`src/rtl/bmu_pkg.sv`:
```
// bit-manipulation unit package: operation codes, request/result carriers, reset values
// assumes the decoder maps its own opcodes onto bmu_op_e
package bmu_pkg;

  localparam int unsigned BMU_DATA_W = 8;
  localparam int unsigned BMU_BITNO_W = 3;
  localparam logic [7:0] BMU_BYTE_RST = 8'h00;
  localparam logic BMU_FLAG_RST = 1'b0;
  // cycles from start_i of a memory operation to read data returning
  localparam int unsigned BMU_MEM_RD_LAT = 1;

  typedef enum logic [3:0] {
    bit_set_op,
    bit_clear_op,
    bit_invert_op,
    bit_test_op,
    carry_and_bit_op,
    carry_and_notbit_op,
    carry_or_bit_op,
    carry_or_notbit_op,
    carry_xor_bit_op,
    carry_xor_notbit_op,
    bit_to_carry_op,
    notbit_to_carry_op,
    carry_to_bit_op,
    notcarry_to_bit_op
  } bmu_op_e;

  typedef struct packed {
    bmu_op_e                  op;
    logic                     bitno_from_reg;
    logic [BMU_BITNO_W-1:0]   imm_bitno;
    logic [BMU_DATA_W-1:0]    bitno_reg;
    logic                     dst_is_mem;
    logic [BMU_DATA_W-1:0]    reg_data;
    logic                     carry;
    logic                     zero;
  } bmu_req_s;

  typedef struct packed {
    logic [BMU_DATA_W-1:0]    data;
    logic                     data_wr;
    logic                     carry;
    logic                     zero;
  } bmu_res_s;

endpackage

```
`src/rtl/bmu_top.sv`:
```
// bit-manipulation unit: sequencing of register and memory operand bit operations
// assumes the decoder holds req_i stable from start_i until done_o,
// and that memory read data arrives in the same cycle as mem_rd_o
// Summary of operation
// - set/clear/invert/test take bit number from immediate or register low three bits
// - inverting carry logic, inverted load and store use only the immediate bit number
// - set writes 1 into the selected bit, other bits unchanged
// - clear writes 0 into the selected bit, other bits unchanged
// - invert complements the selected bit of the destination
// - test sets zero flag to complement of selected bit, operand untouched
// - carry becomes carry AND selected bit
// - carry becomes carry AND complement of selected bit
// - carry becomes carry OR selected bit
// - carry becomes carry OR complement of selected bit
// - carry becomes carry XOR selected bit
// - carry becomes carry XOR complement of selected bit
// - load copies selected bit into carry, operand unchanged
// - inverted load copies complement of selected bit into carry
// - store writes carry into selected bit, other bits intact
// - inverted store writes complement of carry into selected bit
`timescale 1ns/100ps
`default_nettype none
module bmu_top (
  input  wire logic                           clk_i,
  input  wire logic                           nrst_i,
  input  wire logic                           start_i,
  input  wire bmu_pkg::bmu_req_s              req_i,
  output logic                                busy_o,
  output logic                                done_o,
  output bmu_pkg::bmu_res_s                   res_o,
  output logic                                mem_rd_o,
  output logic                                mem_wr_o,
  output logic [bmu_pkg::BMU_DATA_W-1:0]       mem_wdata_o,
  input  wire logic [bmu_pkg::BMU_DATA_W-1:0]  mem_rdata_i
);
  import bmu_pkg::*;

  typedef enum logic [1:0] {
    ST_IDLE,
    ST_RD_WAIT,
    ST_WRITE
  } bmu_state_e;

  bmu_state_e            state_ff;
  bmu_state_e            nxt_state;
  logic [BMU_BITNO_W-1:0] bitno;
  logic [BMU_DATA_W-1:0] operand;
  logic [BMU_DATA_W-1:0] new_byte;
  logic                  writes;
  logic                  new_carry;
  logic                  new_zero;
  logic                  reg_go;
  logic                  mem_data_ok;
  bmu_res_s              res_ff;
  logic                  done_ff;
  logic                  mem_rd_ff;
  logic                  mem_wr_ff;
  logic [BMU_DATA_W-1:0] mem_wdata_ff;

  bmu_bitsel u_bitsel (
    .req_i   (req_i),
    .bitno_o (bitno)
  );

  // the core sees memory data only while the read is returning
  assign operand = (state_ff == ST_RD_WAIT) ? mem_rdata_i : req_i.reg_data;

  bmu_logic u_logic (
    .op_i     (req_i.op),
    .bitno_i  (bitno),
    .byte_i   (operand),
    .carry_i  (req_i.carry),
    .zero_i   (req_i.zero),
    .byte_o   (new_byte),
    .writes_o (writes),
    .carry_o  (new_carry),
    .zero_o   (new_zero)
  );

  assign reg_go      = (state_ff == ST_IDLE) && start_i && !req_i.dst_is_mem;
  // the read data is taken in the same cycle as the read strobe, one cycle after start_i
  assign mem_data_ok = (state_ff == ST_RD_WAIT);

  always_comb begin
    nxt_state = state_ff;
    unique case (state_ff)
      ST_IDLE:    if (start_i && req_i.dst_is_mem) nxt_state = ST_RD_WAIT;
      ST_RD_WAIT: nxt_state = writes ? ST_WRITE : ST_IDLE;
      ST_WRITE:   nxt_state = ST_IDLE;
    endcase
  end

  always_ff @(posedge clk_i or negedge nrst_i) begin
    if (!nrst_i) begin
      state_ff <= ST_IDLE;
    end else begin
      state_ff <= nxt_state;
    end
  end

  // memory read strobe: one pulse at the start of a memory operation
  always_ff @(posedge clk_i or negedge nrst_i) begin
    if (!nrst_i) begin
      mem_rd_ff <= 1'b0;
    end else begin
      mem_rd_ff <= (state_ff == ST_IDLE) && start_i && req_i.dst_is_mem;
    end
  end

  // the whole byte goes back, never a single bit; flag-only ops skip the write
  always_ff @(posedge clk_i or negedge nrst_i) begin
    if (!nrst_i) begin
      mem_wr_ff    <= 1'b0;
      mem_wdata_ff <= BMU_BYTE_RST;
    end else begin
      mem_wr_ff <= mem_data_ok && writes;
      if (mem_data_ok && writes) begin
        mem_wdata_ff <= new_byte;
      end
    end
  end

  // results: registered, valid in the cycle done_o is high
  always_ff @(posedge clk_i or negedge nrst_i) begin
    if (!nrst_i) begin
      res_ff  <= '{data: BMU_BYTE_RST, data_wr: 1'b0, carry: BMU_FLAG_RST, zero: BMU_FLAG_RST};
      done_ff <= 1'b0;
    end else begin
      done_ff <= reg_go || mem_data_ok;
      if (reg_go || mem_data_ok) begin
        res_ff.data    <= new_byte;
        res_ff.data_wr <= writes && reg_go;
        res_ff.carry   <= new_carry;
        res_ff.zero    <= new_zero;
      end
    end
  end

  assign busy_o      = (state_ff != ST_IDLE);
  assign done_o      = done_ff;
  assign res_o       = res_ff;
  assign mem_rd_o    = mem_rd_ff;
  assign mem_wr_o    = mem_wr_ff;
  assign mem_wdata_o = mem_wdata_ff;

  // helper copies of the request inputs as sampled at the result edge
  logic [BMU_DATA_W-1:0] past_src;
  logic [BMU_BITNO_W-1:0] past_bit;
  always_ff @(posedge clk_i or negedge nrst_i) begin
    if (!nrst_i) begin
      past_src <= BMU_BYTE_RST;
      past_bit <= '0;
    end else begin
      past_src <= operand;
      past_bit <= bitno;
    end
  end

  property p_set_bit;
    @(posedge clk_i) disable iff (!nrst_i)
      (reg_go && req_i.op == bit_set_op) |=>
        (res_o.data == (past_src | (8'h01 << past_bit))) && res_o.data_wr;
  endproperty
  a_set_bit: assert property (p_set_bit) else $error("set result wrong");

  property p_clear_bit;
    @(posedge clk_i) disable iff (!nrst_i)
      (reg_go && req_i.op == bit_clear_op) |=>
        (res_o.data == (past_src & ~(8'h01 << past_bit)));
  endproperty
  a_clear_bit: assert property (p_clear_bit) else $error("clear result wrong");

  property p_invert_bit;
    @(posedge clk_i) disable iff (!nrst_i)
      (reg_go && req_i.op == bit_invert_op) |=>
        (res_o.data == (past_src ^ (8'h01 << past_bit)));
  endproperty
  a_invert_bit: assert property (p_invert_bit) else $error("invert result wrong");

  property p_test_bit;
    @(posedge clk_i) disable iff (!nrst_i)
      (reg_go && req_i.op == bit_test_op) |=>
        (res_o.zero == ~past_src[past_bit]) && !res_o.data_wr;
  endproperty
  a_test_bit: assert property (p_test_bit) else $error("test zero flag wrong");

  property p_imm_only;
    @(posedge clk_i) disable iff (!nrst_i)
      (req_i.op == carry_xor_notbit_op || req_i.op == notcarry_to_bit_op) |->
        (bitno == req_i.imm_bitno);
  endproperty
  a_imm_only: assert property (p_imm_only) else $error("register bit number used");

  property p_reg_bitno;
    @(posedge clk_i) disable iff (!nrst_i)
      (req_i.op == bit_set_op && req_i.bitno_from_reg) |->
        (bitno == req_i.bitno_reg[2:0]);
  endproperty
  a_reg_bitno: assert property (p_reg_bitno) else $error("register bit number ignored");

  property p_and_carry;
    @(posedge clk_i) disable iff (!nrst_i)
      (reg_go && req_i.op == carry_and_bit_op) |=>
        (res_o.carry == ($past(req_i.carry) & past_src[past_bit]));
  endproperty
  a_and_carry: assert property (p_and_carry) else $error("and carry wrong");

  property p_load_notbit;
    @(posedge clk_i) disable iff (!nrst_i)
      (reg_go && req_i.op == notbit_to_carry_op) |=> (res_o.carry == ~past_src[past_bit]);
  endproperty
  a_load_notbit: assert property (p_load_notbit) else $error("inverted load wrong");

  property p_store_carry;
    @(posedge clk_i) disable iff (!nrst_i)
      (reg_go && req_i.op == carry_to_bit_op) |=>
        (res_o.data[past_bit] == $past(req_i.carry));
  endproperty
  a_store_carry: assert property (p_store_carry) else $error("store carry wrong");

  property p_mem_rmw;
    @(posedge clk_i) disable iff (!nrst_i)
      (state_ff == ST_IDLE && start_i && req_i.dst_is_mem && req_i.op == bit_set_op) |=>
        mem_rd_o ##1 mem_wr_o && (mem_wdata_o == (past_src | (8'h01 << past_bit)));
  endproperty
  a_mem_rmw: assert property (p_mem_rmw) else $error("memory rmw sequence wrong");

  property p_mem_nowrite;
    @(posedge clk_i) disable iff (!nrst_i)
      (state_ff == ST_IDLE && start_i && req_i.dst_is_mem && req_i.op == bit_test_op) |=>
        ##1 !mem_wr_o;
  endproperty
  a_mem_nowrite: assert property (p_mem_nowrite) else $error("flag op wrote memory");

  property p_andnot_carry;
    @(posedge clk_i) disable iff (!nrst_i)
      (reg_go && req_i.op == carry_and_notbit_op) |=>
        (res_o.carry == ($past(req_i.carry) & ~past_src[past_bit]));
  endproperty
  a_andnot_carry: assert property (p_andnot_carry) else $error("and-not carry wrong");

  property p_or_carry;
    @(posedge clk_i) disable iff (!nrst_i)
      (reg_go && req_i.op == carry_or_bit_op) |=>
        (res_o.carry == ($past(req_i.carry) | past_src[past_bit]));
  endproperty
  a_or_carry: assert property (p_or_carry) else $error("or carry wrong");

  property p_ornot_carry;
    @(posedge clk_i) disable iff (!nrst_i)
      (reg_go && req_i.op == carry_or_notbit_op) |=>
        (res_o.carry == ($past(req_i.carry) | ~past_src[past_bit]));
  endproperty
  a_ornot_carry: assert property (p_ornot_carry) else $error("or-not carry wrong");

  property p_xor_carry;
    @(posedge clk_i) disable iff (!nrst_i)
      (reg_go && req_i.op == carry_xor_bit_op) |=>
        (res_o.carry == ($past(req_i.carry) ^ past_src[past_bit]));
  endproperty
  a_xor_carry: assert property (p_xor_carry) else $error("xor carry wrong");

  property p_xornot_carry;
    @(posedge clk_i) disable iff (!nrst_i)
      (reg_go && req_i.op == carry_xor_notbit_op) |=>
        (res_o.carry == ($past(req_i.carry) ^ ~past_src[past_bit]));
  endproperty
  a_xornot_carry: assert property (p_xornot_carry) else $error("xor-not carry wrong");

  property p_load_bit;
    @(posedge clk_i) disable iff (!nrst_i)
      (reg_go && req_i.op == bit_to_carry_op) |=>
        (res_o.carry == past_src[past_bit]) && !res_o.data_wr;
  endproperty
  a_load_bit: assert property (p_load_bit) else $error("bit load wrong");

  property p_store_notcarry;
    @(posedge clk_i) disable iff (!nrst_i)
      (reg_go && req_i.op == notcarry_to_bit_op) |=>
        (res_o.data[past_bit] == ~$past(req_i.carry));
  endproperty
  a_store_notcarry: assert property (p_store_notcarry) else $error("inverted store wrong");

  // a store may touch only the selected bit
  property p_store_others;
    @(posedge clk_i) disable iff (!nrst_i)
      (reg_go && req_i.op inside {carry_to_bit_op, notcarry_to_bit_op}) |=>
        (((res_o.data ^ past_src) & ~(8'h01 << past_bit)) == 8'h00);
  endproperty
  a_store_others: assert property (p_store_others) else $error("store changed other bits");

  property p_test_keeps;
    @(posedge clk_i) disable iff (!nrst_i)
      (reg_go && req_i.op == bit_test_op) |=>
        (res_o.data == past_src) && (res_o.carry == $past(req_i.carry));
  endproperty
  a_test_keeps: assert property (p_test_keeps) else $error("test changed operand");

  property p_reg_bitno_rest;
    @(posedge clk_i) disable iff (!nrst_i)
      (req_i.op inside {bit_clear_op, bit_invert_op, bit_test_op} && req_i.bitno_from_reg) |->
        (bitno == req_i.bitno_reg[2:0]);
  endproperty
  a_reg_bitno_rest: assert property (p_reg_bitno_rest) else $error("register bit ignored");

  property p_imm_carry;
    @(posedge clk_i) disable iff (!nrst_i)
      (req_i.op inside {carry_and_notbit_op, carry_or_notbit_op, notbit_to_carry_op}) |->
        (bitno == req_i.imm_bitno);
  endproperty
  a_imm_carry: assert property (p_imm_carry) else $error("register bit number taken");

  property p_busy_mem;
    @(posedge clk_i) disable iff (!nrst_i)
      (state_ff == ST_IDLE && start_i && req_i.dst_is_mem) |=>
        busy_o && mem_rd_o;
  endproperty
  a_busy_mem: assert property (p_busy_mem) else $error("memory read not started");

  property p_mem_clear;
    @(posedge clk_i) disable iff (!nrst_i)
      (state_ff == ST_IDLE && start_i && req_i.dst_is_mem && req_i.op == bit_clear_op) |=>
        ##1 mem_wr_o && (mem_wdata_o == (past_src & ~(8'h01 << past_bit)));
  endproperty
  a_mem_clear: assert property (p_mem_clear) else $error("memory clear wrong");

  property p_mem_no_regwrite;
    @(posedge clk_i) disable iff (!nrst_i)
      mem_data_ok |=>
        done_o && !res_o.data_wr;
  endproperty
  a_mem_no_regwrite: assert property (p_mem_no_regwrite) else $error("mem op wrote reg");

  property p_mem_wr_once;
    @(posedge clk_i) disable iff (!nrst_i)
      mem_wr_o |=>
        !mem_wr_o;
  endproperty
  a_mem_wr_once: assert property (p_mem_wr_once) else $error("memory written twice");

  c_carry_op: cover property (@(posedge clk_i) disable iff (!nrst_i)
                              (reg_go && req_i.op == carry_xor_notbit_op) ##1 done_o);

  c_reg_op: cover property (@(posedge clk_i) disable iff (!nrst_i) reg_go ##1 done_o);
  c_mem_write: cover property (@(posedge clk_i) disable iff (!nrst_i) mem_rd_o ##1 mem_wr_o);
  c_mem_flag: cover property (@(posedge clk_i) disable iff (!nrst_i)
                              mem_rd_o ##1 (done_o && !mem_wr_o));
endmodule // bmu_top
`default_nettype wire

```
`src/rtl/bmu_bitsel.sv`:
```
// bit number selection for the bit-manipulation unit
// assumes the request carrier is stable while it is being used
`timescale 1ns/100ps
`default_nettype none
module bmu_bitsel (
  input  wire bmu_pkg::bmu_req_s         req_i,
  output logic [bmu_pkg::BMU_BITNO_W-1:0] bitno_o
);
  import bmu_pkg::*;

  logic reg_allowed;

  // only the plain set, clear, invert and test forms have the register form
  always_comb begin
    unique case (req_i.op)
      bit_set_op, bit_clear_op, bit_invert_op, bit_test_op: reg_allowed = 1'b1;
      default: reg_allowed = 1'b0;
    endcase
  end

  assign bitno_o = (reg_allowed && req_i.bitno_from_reg) ?
                   req_i.bitno_reg[BMU_BITNO_W-1:0] : req_i.imm_bitno;
endmodule // bmu_bitsel
`default_nettype wire

```
`src/rtl/bmu_logic.sv`:
```
// combinational bit operation core: one byte in, modified byte and flags out
// assumes the selected bit number is already resolved
`timescale 1ns/100ps
`default_nettype none
module bmu_logic (
  input  wire bmu_pkg::bmu_op_e               op_i,
  input  wire logic [bmu_pkg::BMU_BITNO_W-1:0] bitno_i,
  input  wire logic [bmu_pkg::BMU_DATA_W-1:0]  byte_i,
  input  wire logic                           carry_i,
  input  wire logic                           zero_i,
  output logic [bmu_pkg::BMU_DATA_W-1:0]       byte_o,
  output logic                                writes_o,
  output logic                                carry_o,
  output logic                                zero_o
);
  import bmu_pkg::*;

  logic [BMU_DATA_W-1:0] mask;
  logic                  sel;

  assign mask = 8'h01 << bitno_i;
  assign sel  = byte_i[bitno_i];

  always_comb begin
    byte_o   = byte_i;
    writes_o = 1'b0;
    carry_o  = carry_i;
    zero_o   = zero_i;
    unique case (op_i)
      bit_set_op: begin
        byte_o   = byte_i | mask;
        writes_o = 1'b1;
      end
      bit_clear_op: begin
        byte_o   = byte_i & ~mask;
        writes_o = 1'b1;
      end
      bit_invert_op: begin
        byte_o   = byte_i ^ mask;
        writes_o = 1'b1;
      end
      bit_test_op:         zero_o  = ~sel;
      carry_and_bit_op:    carry_o = carry_i & sel;
      carry_and_notbit_op: carry_o = carry_i & ~sel;
      carry_or_bit_op:     carry_o = carry_i | sel;
      carry_or_notbit_op:  carry_o = carry_i | ~sel;
      carry_xor_bit_op:    carry_o = carry_i ^ sel;
      carry_xor_notbit_op: carry_o = carry_i ^ ~sel;
      bit_to_carry_op:     carry_o = sel;
      notbit_to_carry_op:  carry_o = ~sel;
      carry_to_bit_op: begin
        byte_o   = carry_i ? (byte_i | mask) : (byte_i & ~mask);
        writes_o = 1'b1;
      end
      notcarry_to_bit_op: begin
        byte_o   = carry_i ? (byte_i & ~mask) : (byte_i | mask);
        writes_o = 1'b1;
      end
      default: ;
    endcase
  end
endmodule // bmu_logic
`default_nettype wire

```
`config.mk`:
```
export PLATFORM = sky130hd
export DESIGN_NAME = bmu_top
export DESIGN_NICKNAME = d
export VERILOG_FILES = /design/src/rtl/bmu_pkg.sv /design/src/rtl/bmu_top.sv /design/src/rtl/bmu_bitsel.sv /design/src/rtl/bmu_logic.sv
export SDC_FILE = /design/constraint.sdc
export NUM_CORES = 1
export LEC_CHECK = 0
export BUFFER_PORTS_ARGS = -buffer_cell sky130_fd_sc_hd__buf_2
export CAP_MARGIN = 10
export CORE_MARGIN = 2
export CORE_UTILIZATION = 45
export DETAILED_ROUTE_END_ITERATION = 8
export MAX_ROUTING_LAYER = met4
export PLACE_DENSITY = 0.79
export SYNTH_ARGS = -nofsm -noshare
export SYNTH_HDL_FRONTEND = slang
export SYNTH_SLANG_ARGS = --single-unit
```
`constraint.sdc`:
```
create_clock -name clk_i -period 6.2 [get_ports clk_i]
set_clock_uncertainty 0.1 [all_clocks]
set_input_delay 1.24 -clock clk_i [delete_from_list [all_inputs] [get_ports clk_i]]
set_output_delay 1.24 -clock clk_i [all_outputs]
set_load 0.05 [all_outputs]
```
==> metrics.yaml <==
dp_hpwl_um: 3402
layout_common_cells: "buf_2, inv_1, nand2_1, dfrtp_1, ha_1"
cts_root_buffer: "clkbuf_8"
antenna_found_initial: 0
cts_inserted_buffers: 3
relSlewSlack_pct: 52.08
cts_resized: 0
setup_viol: 0
cp_top_family: "compound AO/OA/AOI/OAI gates"
synthCells: 226
ir_worst_vdd_uv: 243.3
cp_cell_sequence: "buf_2 -> inv_1 -> ha_1 -> nand2_4 -> a31oi_2 -> nand2b_1 -> ha_1 -> inv_1 -> mux2i_1 -> o22ai_1 -> nand2_1 -> o221ai_1 -> mux2_2"
synth.cell_area_sq_um: 2049
syn_to_final_growth_pct: 18.01
vias: 1821
cts_num_sinks: 24
gp_congestion: 0.8156
reg2reg_from: "state_ff[1]$_DFFE_PN0P_"
post_cts_buffers: 0
start_kind: "input pin"
wl_um: 4317
insertion_delay_ns: 0.27
synth_top_family_by_area: "compound AO/OA/AOI/OAI gates"
synth-xor-area-share_pct: 0.8547
tightest_slew_ns: 0.7188
synthSimpleGateAreaFrac_pct: 13.13
cts_buffer_depth: 2
synth-edff-count: 0
synth_adder_area_share_pct: 14.04
status: "finished, final reports clean"
startpoint: "req_i[25]"
synthMuxAreaShare_pct: 15.08
power.leakage_nw: 1.190
final_common_cell: "buf_2"
crit_buf_inv: 3
die_w_um: 71.49
synth_compound_area_share_pct: 20.94
path_class: "input pin to flip-flop"
die_h_um: 71.49
slew_violations: 0
slowest_stage: "ha_1"
clkPwrFrac_pct: 12.4
std_cell_rows: 24
ys_types: 41
crit_fanout: 9
cts_hold_buf: 0
routed_via_density: 5.552
final_area_sq_um: 2419
drc: 0
ys_ff_latch: 24
dr.pass1.iters: 4
synth-main-ff-cell: "dfrtp_1"
finish.utilization_pct: 55.17
grt_max_degree: 25
avgSynthCellArea_sq_um: 9.068
cp.arrival_ns: 3.46
internal_power_w: 0.0005341
final_antenna_net_count: 0
cellPowerDensity_nw_per_um2: 451.7
n_antenna_cell: 0
syn_nets: 287
ctsHtreeMaxLevel: 1
core_area_sq_um: 4384
nNetsFinal: 338
post_drt_wl_per_cell_um: 13.16
layoutNonFillerInstCount: 328
placed_cell_area_sq_um: 2347
rsz0062_at_grt: "no"
cts_tree: "built"
worst_setup_path_end_kind: "flip-flop"
fin_crit_ns: 3.399
yosysWarnings: 0
min_path_type: "flip-flop to flip-flop"
max_stage_delay_ns: 0.33
max_freq_mhz: 294.2
hold_start: "mem_wdata_o[0]$_DFFE_PN0P_"
cts.clk_slew.worst_paths_ns: 0.08
dpl.cell_count: 324
grt_pass1_vias: 1674
io_buffer_count: 55
ys_seq_area_share_pct: 29.30
drive_above_1_share_pct: 33.33
seqPwrFrac_pct: 24.2
grt_use_total_pct: 17.79
synth_async_sr_flop_share_pct: 100.0
reg2reg_setup_slack_ns: 3.44
required_ns: 6.26
setup-tns-final_ns: 0
switchingPower_w: 0.0005583
fin_crit_sh_pct: 54.82
grt_pass1_wl_um: 7245
maxCapViolations: 0
hold_viol: 0
grt_overflow: 0
drt_iter0_drc: 66
start_util_pct: 46.75
swShare_pct: 51.11
num_io_pins: 61
combPwrFrac_pct: 63.4
dieArea_sq_um: 5110
==> area by class of cell <==
type                       count  area [sq um]
clock buffer                   3         41.29
clock inverter                 1         30.03
fill                         411          1966
inverter                      25         93.84
multi-input combinational    168          1313
sequential                    24         600.6
tap                           52         65.06
timing repair buffer          55         275.3
==> worst paths after layout <==
| check | end | depth (start not counted) |
|---|---|---|
| setup / recovery | mem_wdata_o[2]$_DFFE_PN0P_ | 13 |
| hold / removal | mem_wdata_o[0]$_DFFE_PN0P_ | 2 |
| setup reg to reg | res_o[1]$_DFFE_PN0P_ | 9 |
| hold reg to reg | mem_wdata_o[0]$_DFFE_PN0P_ | 2 |
| max in group asynchronous | mem_wdata_o[2]$_DFFE_PN0P_ | 1 |
| min in group asynchronous | mem_rd_o$_DFF_PN0_ | 1 |
==> registers in the layout (all words and copies together), names as in the netlist <==
name         cells
done_o           1
mem_rd_o         1
mem_wdata_o      8
mem_wr_o         1
res_o           11
state_ff         2
==> routing by layer <==
metal	vias to the layer above	part of all wire [%]	global-route usage (%)
li1	901	-	-
met1	883	44	21.20
met2	30	51	31.28
met3	7	3.1	3.235
met4	0	1.4	3.983
met5	-	0	-
==> Yosys cell counts, types with 2 or more instances <==
master	count	area, sq um
inv_1	25	93.84
dfrtp_1	24	600.6
nand2_1	24	90.09
ha_1	23	287.8
a21oi_1	19	95.09
nor2_1	13	48.80
o21ai_0	13	65.06
mux2_2	11	123.9
o22ai_1	9	56.30
clkbuf_1	6	22.52
mux2i_1	6	60.06
nand3_1	5	25.02
o221ai_1	5	43.79
mux2i_4	3	67.56
nand2b_1	3	18.77
o221a_2	3	33.78
or2_2	3	18.77
a31oi_2	2	25.02
and3_1	2	12.51
mux2_4	2	30.03
mux2i_2	2	27.53
o21a_1	2	15.01
o221ai_2	2	30.03
xor2_1	2	17.52
==> cell families after synthesis <==
kind of cell             Yosys count
AO/OA/AOI/OAI                     63
XOR/XNOR                           2
adder cells (fa/ha/maj)           23
buffers and inverters             34
flip-flops                        24
multiplexers                      24
AND/OR/NAND/NOR                   56
==> tightest hold or removal path: cells and delay by family, from the launching register on <==
| family | cells | cell delay, ns |
|---|---|---|
| flops | 1 | 0.35 |
| compound gates | 1 | 0.06 |
| simple gates | 1 | 0.04 |
==> per-stage QoR <==
step	hold slack, ns	total power, W	worst slack (ns)
2_1_floorplan	0.3919	0.0008183	2.954
3_3_place_gp	0.3623	0.0009461	2.567
3_5_place_dp	0.3690	0.0009624	2.511
4_1_cts	0.3883	0.001100	2.816
5_1_grt	0.4084	0.001166	2.619
6_report	0.3850	0.001092	2.801
==> power groups by stage <==
stage	logic (W)	registers, W	clock network (W)
floorplan	0.000326	0.000492	0
global placement	0.000682	0.000264	0
detailed placement	0.000696	0.000266	0
CTS	0.000698	0.000264	0.000138
global route	0.000751	0.000272	0.000144
finish	0.000693	0.000264	0.000135
Power figures use the tool's default switching activity.
